### config.mk
export PLATFORM = sky130hd
export DESIGN_NAME = hsfc_config_regs
export DESIGN_NICKNAME = d
export VERILOG_FILES = /design/src/logic/hsfc_config_regs.v
export VERILOG_INCLUDE_DIRS = /design/src /design/src/logic
export SDC_FILE = /design/constraint.sdc
export NUM_CORES = 2
export LEC_CHECK = 0
export BUFFER_PORTS_ARGS = -buffer_cell sky130_fd_sc_hd__clkbuf_2
export CORE_MARGIN = 4
export CORE_UTILIZATION = 35
export CTS_CLUSTER_DIAMETER = 80
export CTS_CLUSTER_SIZE = 25
export DETAILED_ROUTE_END_ITERATION = 6
export PLACE_DENSITY = 0.51
export SLEW_MARGIN = 30
export SYNTH_ARGS = -nofsm -noshare
export SYNTH_HDL_FRONTEND = slang
export SYNTH_SLANG_ARGS = --single-unit
export TNS_END_PERCENT = 100
### constraint.sdc
create_clock -name mclk -period 3.08 [get_ports mclk]
set_input_delay 0 -clock mclk [delete_from_list [all_inputs] [get_ports mclk]]
set_output_delay 0 -clock mclk [all_outputs]
set_load 0.02 [all_outputs]
### src/logic/hsfc_regs.vh
`ifndef HSFC_REGS_VH
`define HSFC_REGS_VH

// register offsets
`define HSFC_MAKER_LEN_OFS   8'h23
`define HSFC_PROD_LEN_OFS    8'h24
`define HSFC_MAKER_FIRST     8'h50
`define HSFC_MAKER_LAST      8'h8f
`define HSFC_PROD_FIRST      8'h90
`define HSFC_PROD_LAST       8'hcf
`define HSFC_FEATURE_OFS     8'hf0
`define HSFC_STATUS_OFS      8'hf8

// text storage
`define HSFC_TEXT_DEPTH      128
`define HSFC_TEXT_AW         7
`define HSFC_PROD_BASE       7'h40
`define HSFC_TEXT_MAX        7'h40
`define HSFC_LEN_W           7

// string descriptor indices
`define HSFC_MAKER_INDEX     8'h03
`define HSFC_PROD_INDEX      8'h02

// feature register fields
`define HSFC_FEAT_SPREAD     0
`define HSFC_FEAT_DLY_LO     1
`define HSFC_FEAT_DLY_HI     3
`define HSFC_FEAT_STS_EN     4
`define HSFC_FEAT_WMASK      8'h1f
`define HSFC_FEAT_RESET      8'h00

// status/command fields
`define HSFC_STS_CFG         0
`define HSFC_STS_SRST        1

// reset values
`define HSFC_BYTE_RESET      8'h00
`define HSFC_LEN_RESET       7'h00

// power re-enable timing
`define HSFC_DLY_UNIT_MS     200
`define HSFC_US_PER_MS       1000
`define HSFC_CLK_MHZ         100
`define HSFC_TICK_W          25
`define HSFC_DLY_W           3

`endif

### src/logic/hsfc_config_regs.v
`timescale 1ns/100ps
`include "hsfc_regs.vh"

module hsfc_config_regs #(
  parameter DLY_UNIT_CYCLES =
    `HSFC_DLY_UNIT_MS * `HSFC_US_PER_MS * `HSFC_CLK_MHZ
) (
  input  wire       mclk,
  input  wire       sys_rst,
  input  wire       clk_en,
  input  wire [7:0] reg_addr,
  input  wire       reg_wr,
  input  wire [7:0] reg_wdata,
  input  wire       reg_rd,
  output reg  [7:0] reg_rdata,
  input  wire       desc_req,
  input  wire [7:0] desc_index,
  input  wire       desc_ready,
  output reg        desc_valid,
  output reg  [7:0] desc_byte,
  output reg        desc_last,
  output reg        desc_none,
  input  wire       high_speed_in,
  input  wire       high_speed_suspend_in,
  input  wire       super_speed_in,
  input  wire       super_speed_suspend_in,
  output reg        high_speed_indicator,
  output reg        high_speed_suspend_indicator,
  output reg        super_speed_indicator,
  output reg        super_speed_suspend_indicator,
  output reg        indicators_oe,
  input  wire [2:0] otp_power_delay,
  input  wire       charge_mode_change,
  output reg        port_power_switch_control,
  output reg        spread_spectrum_off,
  input  wire       config_mode_enter,
  output reg        upstream_connect_allow
);

  // ****************************************************************
  // storage
  // ****************************************************************
  localparam [31:0] TICK_LAST_FULL = DLY_UNIT_CYCLES - 1;
  localparam [`HSFC_TICK_W-1:0] TICK_LAST =
    TICK_LAST_FULL[`HSFC_TICK_W-1:0];

  localparam ST_IDLE = 1'b0;
  localparam ST_SEND = 1'b1;

  reg [7:0]              text_r [0:`HSFC_TEXT_DEPTH-1];
  reg [`HSFC_LEN_W-1:0]  maker_text_length_r;
  reg [`HSFC_LEN_W-1:0]  product_text_length_r;
  reg [7:0]              feature_r;
  reg                    interface_soft_reset_r;
  reg                    configuration_in_progress_r;
  reg                    state_r;
  reg [`HSFC_TEXT_AW-1:0] base_r;
  reg [`HSFC_LEN_W-1:0]  len_r;
  reg [`HSFC_LEN_W-1:0]  cnt_r;
  reg                    waiting_r;
  reg [`HSFC_TICK_W-1:0] tick_r;
  reg [`HSFC_DLY_W-1:0]  units_r;
  integer                i;

  wire                   clr_all;
  wire                   in_maker;
  wire                   in_prod;
  wire [`HSFC_TEXT_AW-1:0] text_idx;
  wire [7:0]             text_ofs;
  wire [`HSFC_LEN_W-1:0] wlen;
  wire [`HSFC_DLY_W-1:0] power_restore_delay;
  wire [`HSFC_DLY_W-1:0] eff_delay;
  wire                   status_pins_enable;
  wire                   wr_status;

  // ****************************************************************
  // decode
  // ****************************************************************
  // soft reset waits for the clock enable so a frozen block stays frozen
  assign clr_all  = sys_rst | (clk_en & interface_soft_reset_r);
  assign in_maker = (reg_addr >= `HSFC_MAKER_FIRST) &&
                    (reg_addr <= `HSFC_MAKER_LAST);
  assign in_prod  = (reg_addr >= `HSFC_PROD_FIRST) &&
                    (reg_addr <= `HSFC_PROD_LAST);
  // both arrays are contiguous so one subtraction indexes them
  assign text_ofs = reg_addr - `HSFC_MAKER_FIRST;
  assign text_idx = text_ofs[`HSFC_TEXT_AW-1:0];
  // length writes whose low seven bits exceed the maximum are held at the maximum
  assign wlen = (reg_wdata[`HSFC_LEN_W-1:0] > `HSFC_TEXT_MAX) ?
                `HSFC_TEXT_MAX : reg_wdata[`HSFC_LEN_W-1:0];
  assign power_restore_delay =
    feature_r[`HSFC_FEAT_DLY_HI:`HSFC_FEAT_DLY_LO];
  // one-time field wins unless it is all zeros
  assign eff_delay = (otp_power_delay == 3'h0) ?
                     power_restore_delay : otp_power_delay;
  assign status_pins_enable = feature_r[`HSFC_FEAT_STS_EN];
  assign wr_status = reg_wr && (reg_addr == `HSFC_STATUS_OFS);

  // ****************************************************************
  // register writes
  // ****************************************************************
  // text, length and feature registers, reloaded by soft reset
  always @(posedge mclk) begin
    if (clr_all) begin
      for (i = 0; i < `HSFC_TEXT_DEPTH; i = i + 1) begin
        text_r[i] <= `HSFC_BYTE_RESET;
      end
      maker_text_length_r   <= `HSFC_LEN_RESET;
      product_text_length_r <= `HSFC_LEN_RESET;
      feature_r             <= `HSFC_FEAT_RESET;
    end else if (clk_en && reg_wr) begin
      if (in_maker || in_prod) begin
        text_r[text_idx] <= reg_wdata;
      end
      if (reg_addr == `HSFC_MAKER_LEN_OFS) begin
        maker_text_length_r <= wlen;
      end
      if (reg_addr == `HSFC_PROD_LEN_OFS) begin
        product_text_length_r <= wlen;
      end
      if (reg_addr == `HSFC_FEATURE_OFS) begin
        // reserved bits stay zero
        feature_r <= reg_wdata & `HSFC_FEAT_WMASK;
      end
    end
  end

  // soft reset bit: set by writing 1, cleared after one reset cycle
  always @(posedge mclk) begin
    if (sys_rst) begin
      interface_soft_reset_r <= 1'b0;
    end else if (clk_en) begin
      if (wr_status && reg_wdata[`HSFC_STS_SRST]) begin
        interface_soft_reset_r <= 1'b1;
      end else if (interface_soft_reset_r) begin
        interface_soft_reset_r <= 1'b0;
      end
    end
  end

  // configuration flag: hardware set wins over a write-1 clear
  always @(posedge mclk) begin
    if (sys_rst) begin
      configuration_in_progress_r <= 1'b0;
    end else if (clk_en) begin
      if (config_mode_enter) begin
        configuration_in_progress_r <= 1'b1;
      end else if (wr_status && reg_wdata[`HSFC_STS_CFG]) begin
        configuration_in_progress_r <= 1'b0;
      end
    end
  end

  // ****************************************************************
  // register reads
  // ****************************************************************
  // read data registered one cycle after the strobe
  always @(posedge mclk) begin
    if (sys_rst) begin
      reg_rdata <= 8'h00;
    end else if (clk_en && reg_rd) begin
      if (in_maker || in_prod) begin
        reg_rdata <= text_r[text_idx];
      end else if (reg_addr == `HSFC_MAKER_LEN_OFS) begin
        reg_rdata <= {1'b0, maker_text_length_r};
      end else if (reg_addr == `HSFC_PROD_LEN_OFS) begin
        reg_rdata <= {1'b0, product_text_length_r};
      end else if (reg_addr == `HSFC_FEATURE_OFS) begin
        reg_rdata <= feature_r & `HSFC_FEAT_WMASK;
      end else if (reg_addr == `HSFC_STATUS_OFS) begin
        reg_rdata <= {6'h00, interface_soft_reset_r,
                      configuration_in_progress_r};
      end else begin
        reg_rdata <= 8'h00;
      end
    end
  end

  // ****************************************************************
  // string descriptor streaming
  // ****************************************************************
  // one byte per accepted beat, exactly len bytes per request
  always @(posedge mclk) begin
    if (clr_all) begin
      state_r    <= ST_IDLE;
      base_r     <= {`HSFC_TEXT_AW{1'b0}};
      len_r      <= `HSFC_LEN_RESET;
      cnt_r      <= `HSFC_LEN_RESET;
      desc_valid <= 1'b0;
      desc_byte  <= 8'h00;
      desc_last  <= 1'b0;
      desc_none  <= 1'b0;
    end else if (clk_en) begin
      desc_none <= 1'b0;
      case (state_r)
        ST_IDLE: begin
          if (desc_req) begin
            if (desc_index == `HSFC_MAKER_INDEX &&
                maker_text_length_r != `HSFC_LEN_RESET) begin
              state_r    <= ST_SEND;
              base_r     <= {`HSFC_TEXT_AW{1'b0}};
              len_r      <= maker_text_length_r;
              cnt_r      <= {{(`HSFC_LEN_W-1){1'b0}}, 1'b1};
              desc_valid <= 1'b1;
              desc_byte  <= text_r[0];
              desc_last  <= (maker_text_length_r ==
                             {{(`HSFC_LEN_W-1){1'b0}}, 1'b1});
            end else if (desc_index == `HSFC_PROD_INDEX &&
                product_text_length_r != `HSFC_LEN_RESET) begin
              state_r    <= ST_SEND;
              base_r     <= `HSFC_PROD_BASE;
              len_r      <= product_text_length_r;
              cnt_r      <= {{(`HSFC_LEN_W-1){1'b0}}, 1'b1};
              desc_valid <= 1'b1;
              desc_byte  <= text_r[`HSFC_PROD_BASE];
              desc_last  <= (product_text_length_r ==
                             {{(`HSFC_LEN_W-1){1'b0}}, 1'b1});
            end else begin
              desc_none <= 1'b1;
            end
          end
        end
        ST_SEND: begin
          if (desc_ready) begin
            if (cnt_r == len_r) begin
              state_r    <= ST_IDLE;
              desc_valid <= 1'b0;
              desc_last  <= 1'b0;
            end else begin
              desc_byte <= text_r[base_r + cnt_r[`HSFC_TEXT_AW-1:0]];
              desc_last <= (cnt_r + 7'h01 == len_r);
              cnt_r     <= cnt_r + 7'h01;
            end
          end
        end
        default: begin
          state_r    <= ST_IDLE;
          desc_valid <= 1'b0;
        end
      endcase
    end
  end

  // ****************************************************************
  // power re-enable interval
  // ****************************************************************
  // drop power control, wait (delay + 1) units, restore it
  always @(posedge mclk) begin
    if (clr_all) begin
      waiting_r                 <= 1'b0;
      tick_r                    <= {`HSFC_TICK_W{1'b0}};
      units_r                   <= {`HSFC_DLY_W{1'b0}};
      port_power_switch_control <= 1'b1;
    end else if (clk_en) begin
      if (charge_mode_change) begin
        waiting_r                 <= 1'b1;
        tick_r                    <= {`HSFC_TICK_W{1'b0}};
        units_r                   <= eff_delay;
        port_power_switch_control <= 1'b0;
      end else if (waiting_r) begin
        if (tick_r != TICK_LAST) begin
          tick_r <= tick_r + 25'h0000001;
        end else begin
          tick_r <= {`HSFC_TICK_W{1'b0}};
          if (units_r == {`HSFC_DLY_W{1'b0}}) begin
            waiting_r                 <= 1'b0;
            port_power_switch_control <= 1'b1;
          end else begin
            units_r <= units_r - 3'h1;
          end
        end
      end
    end
  end

  // ****************************************************************
  // status indicators and misc outputs
  // ****************************************************************
  // indicators are registered; enable floats them when low
  always @(posedge mclk) begin
    if (clr_all) begin
      high_speed_indicator          <= 1'b0;
      high_speed_suspend_indicator  <= 1'b0;
      super_speed_indicator         <= 1'b0;
      super_speed_suspend_indicator <= 1'b0;
      indicators_oe                 <= 1'b0;
      spread_spectrum_off           <= 1'b0;
    end else if (clk_en) begin
      high_speed_indicator          <= high_speed_in;
      high_speed_suspend_indicator  <= high_speed_suspend_in;
      super_speed_indicator         <= super_speed_in;
      super_speed_suspend_indicator <= super_speed_suspend_in;
      indicators_oe                 <= status_pins_enable;
      spread_spectrum_off <= feature_r[`HSFC_FEAT_SPREAD];
    end
  end

  // upstream connect held off while configuring
  always @(posedge mclk) begin
    if (sys_rst) begin
      upstream_connect_allow <= 1'b0;
    end else if (clk_en) begin
      upstream_connect_allow <= ~configuration_in_progress_r &
                                ~config_mode_enter;
    end
  end

endmodule

==> results.txt <==
Design area: 70200 sq um
Top FF cell, synth: edfxtp_1
Final hold vios: 0
Status: complete, but fails checks
Max cap viols: 0
Reg clk slew, reported paths: 0.10 ns
Grt total ovfl: 0
Worst Hold Launch: reg_wdata[7]
CTS resizes: 0
Filler cell count: 16.25k
Core Rows: 152
Share of post-route cells with drive strength above 1: 0.1958
CP Max Fanout: 17
Core area: 172100 sq um
Die ar.: 180200 sq um
Num CTS Buffers: 84
Post-synth EDFFs: 1024
Dpl ws: 0.04486 ns
Crit start category: flip-flop
IR drop worst, VDD: 0.4195 mV
Max-slew violation count: 0
FF+latch count, synth: 1117
IO Pins: 67
Cells after Synth: 5039
Dpl cell area: 66650 sq um
Worst reg2reg path depth: 8
Nets@finish: 5325
Clk buf depth: 3
Hold_buf cts: 35
Fin Setup TNS: 0 ns
Fin util: 0.4079
Reg2Reg Launch Point: cnt_r[2]$_SDFFE_PP0P_
Power Dens Cells: 491.3 nW/um^2
PnR worst setup slack: 0.09158 ns
First-pass DRT Iterations: 7
Failing checks: DRC
Avg Synthesized Cell Area: 12.05 sq um
Leak: 23.59 nW
DRT iter0 DRCs: 7798
Buffers on Ports: 66
Sequential area share after synthesis: 0.5370
Synthesized cell area: 60720 sq um
Minimum clock period: 2.988 ns
Post-Syn Nets: 5088
Layout area overhead: 15.61%
Largest net degree at the start of global routing: 132
Clock skew: 0.04856 ns
Critical path origin: cnt_r[2]$_SDFFE_PP0P_
Sink Count: 1117
CP Class: reg -> reg
Final Setup Violations: 0
Post-route ant nets: 0
Crit. End Element: flip-flop
Root buffer cell: clkbuf_16
Die X: 424.5 um
Hpwl dp: 196900 um
Initial antenna violation count: 15
Detailed-route DRC error count: 2
Gr usage total: 0.2969
Placer Congestion: 1.022
FMAX: 334.6 MHz
Vert. Die Dim: 424.5 um
Via count: 47.75k
Wire length of the first global-routing pass: 377200 um
WL final: 274000 um
Yosys warning total: 0
Initial core utilization: 0.3528
Synth async-reset ratio: 0
CTS tree: yes
RSZ-0062 raised after global routing: no
Drt wl/cell: 35.75 um
Clock latency on the worst-skew pair: 0.75 ns
Critical path arrival: 3.57 ns
Area of the multi-input gates: 26040 sq um
DR vias/cell: 6.230
H-tree lvl count: 3
Period Utilization, post-route: 0.9703
Postcts setup bufs: 0
Vias in the first global route: 45.12k
Tightest Pin Transition: 1.065 ns
Max-slew headroom: 0.2851
HP Class: in -> reg
Hold Crit Depth: 2
Synth cell types: 84
Storage cell area: 32620 sq um
CP Data Required Time: 3.67 ns
path summary, 6_finish.rpt:
kind	endpoint	slack [ns]
hold reg to reg	port_power_switch_control$_SDFFE_PP1P_	0.47
hold / removal	text_r[33][7]$_SDFFCE_PN0P_	0.03
setup reg to reg	desc_byte[5]$_SDFFE_PP0P_	0.09
setup / recovery	desc_byte[5]$_SDFFE_PP0P_	0.09
metal layers:
metal,vias to the layer above,global-route usage,share of wire
met5,-,0,0.00024
met2,3273,0.4383,0.43
li1,19612,-,-
met3,666,0.07210,0.11
met1,24187,0.4088,0.40
met4,10,0.1436,0.060
sequential cells by signal, indices dropped and copies added (netlist names), 3 cells and up:
signal and count:
tick_r 25, reg_rdata 8, desc_byte 8, cnt_r 7
maker_text_length_r 7, feature_r 5, units_r 3, text_r 1024
product_text_length_r 7, len_r 7
layout make-up:
cell class	count	area share
antenna	7	0.0002495
clock buffer	89	0.03051
clock inverter	68	0.01476
inverter	20	0.001069
multi-input combinational	3452	0.3710
sequential	1117	0.4647
tap	2310	0.04117
timing repair buffer	601	0.07658
per-stage QoR:
| step | std cells | hold slack [ns] | power (W) |
|---|---|---|---|
| floorplan | 5039 | 0.1475 | 0.01950 |
| global placement | 7462 | 0.2375 | 0.02160 |
| detailed placement | 7465 | 0.2489 | 0.02161 |
| CTS | 7657 | 0.04444 | 0.03450 |
| global route | 7657 | 0.05049 | 0.03534 |
| finish | 7664 | 0.02698 | 0.03449 |
power by group:
part	internal [W]	switching, W	total [W]
Sequential	0.0172	0.000636	0.0179
Combinational	0.00121	0.00241	0.00362
Clock	0.00607	0.00694	0.0130
worst max-delay path: stages, from the launching register on:
cell	delay, ns
dfxtp_2	0.48
buf_4	0.22
inv_2	0.46
nand4_1	0.49
o221ai_1	0.44
a21oi_1	0.18
a31oi_1	0.26
buf_4	0.21
o32ai_1	0.10
cells in the final DEF, fill, tap and decap left out, drive strengths merged, types with 23 or more instances in the layout:
cell / n
a31oi: 41
mux2i: 314
o21ai: 208
o22ai: 66
mux2: 79
nand4: 43
o2bb2ai: 27
nor2: 286
a22oi: 105
a22o: 52
dfxtp: 93
a221o: 23
a21oi: 187
o211ai: 30
nor3: 61
mux4: 190
and2: 1043
a221oi: 98
edfxtp: 1024
buf: 512
o221ai: 69
nand3: 44
inv: 62
clkbuf: 143
nand2: 196
dlygate4sd3: 35
synthesized netlist by cell type, drive strengths merged (23+ instances only):
cell	number	area, sq um
a21oi	187	935.9
a221o	23	230.2
a221oi	98	858.3
a22o	52	455.4
a22oi	105	788.3
a31oi	41	256.5
and2	1043	6525
buf	190	1162
clkbuf	260	977.2
dfxtp	93	1862
edfxtp	1024	30750
mux2	79	889.6
mux2i	314	3143
mux4	190	4279
nand2	196	735.7
nand3	44	220.2
nand4	43	269.0
nor2	286	1079
nor3	61	315.3
o211ai	30	225.2
o21ai	208	1041
o221ai	69	604.3
o22ai	66	412.9
o2bb2ai	27	236.5
logic make-up (layout without fill, tap and decap cells):
kind of cell,Yosys count,after routing,share of synthesized area
adder cells (fa/ha/maj),9,9,0.001854
flip-flops,1117,1117,0.5370
AO/OA/AOI/OAI,1023,1023,0.1166
XOR/XNOR,34,34,0.005028
buffers and inverters,470,778,0.03647
AND/OR/NAND/NOR,1803,1803,0.1662
multiplexers,583,583,0.1369
other,0,7,0
Note: power is estimated with default switching activity, not from simulation.
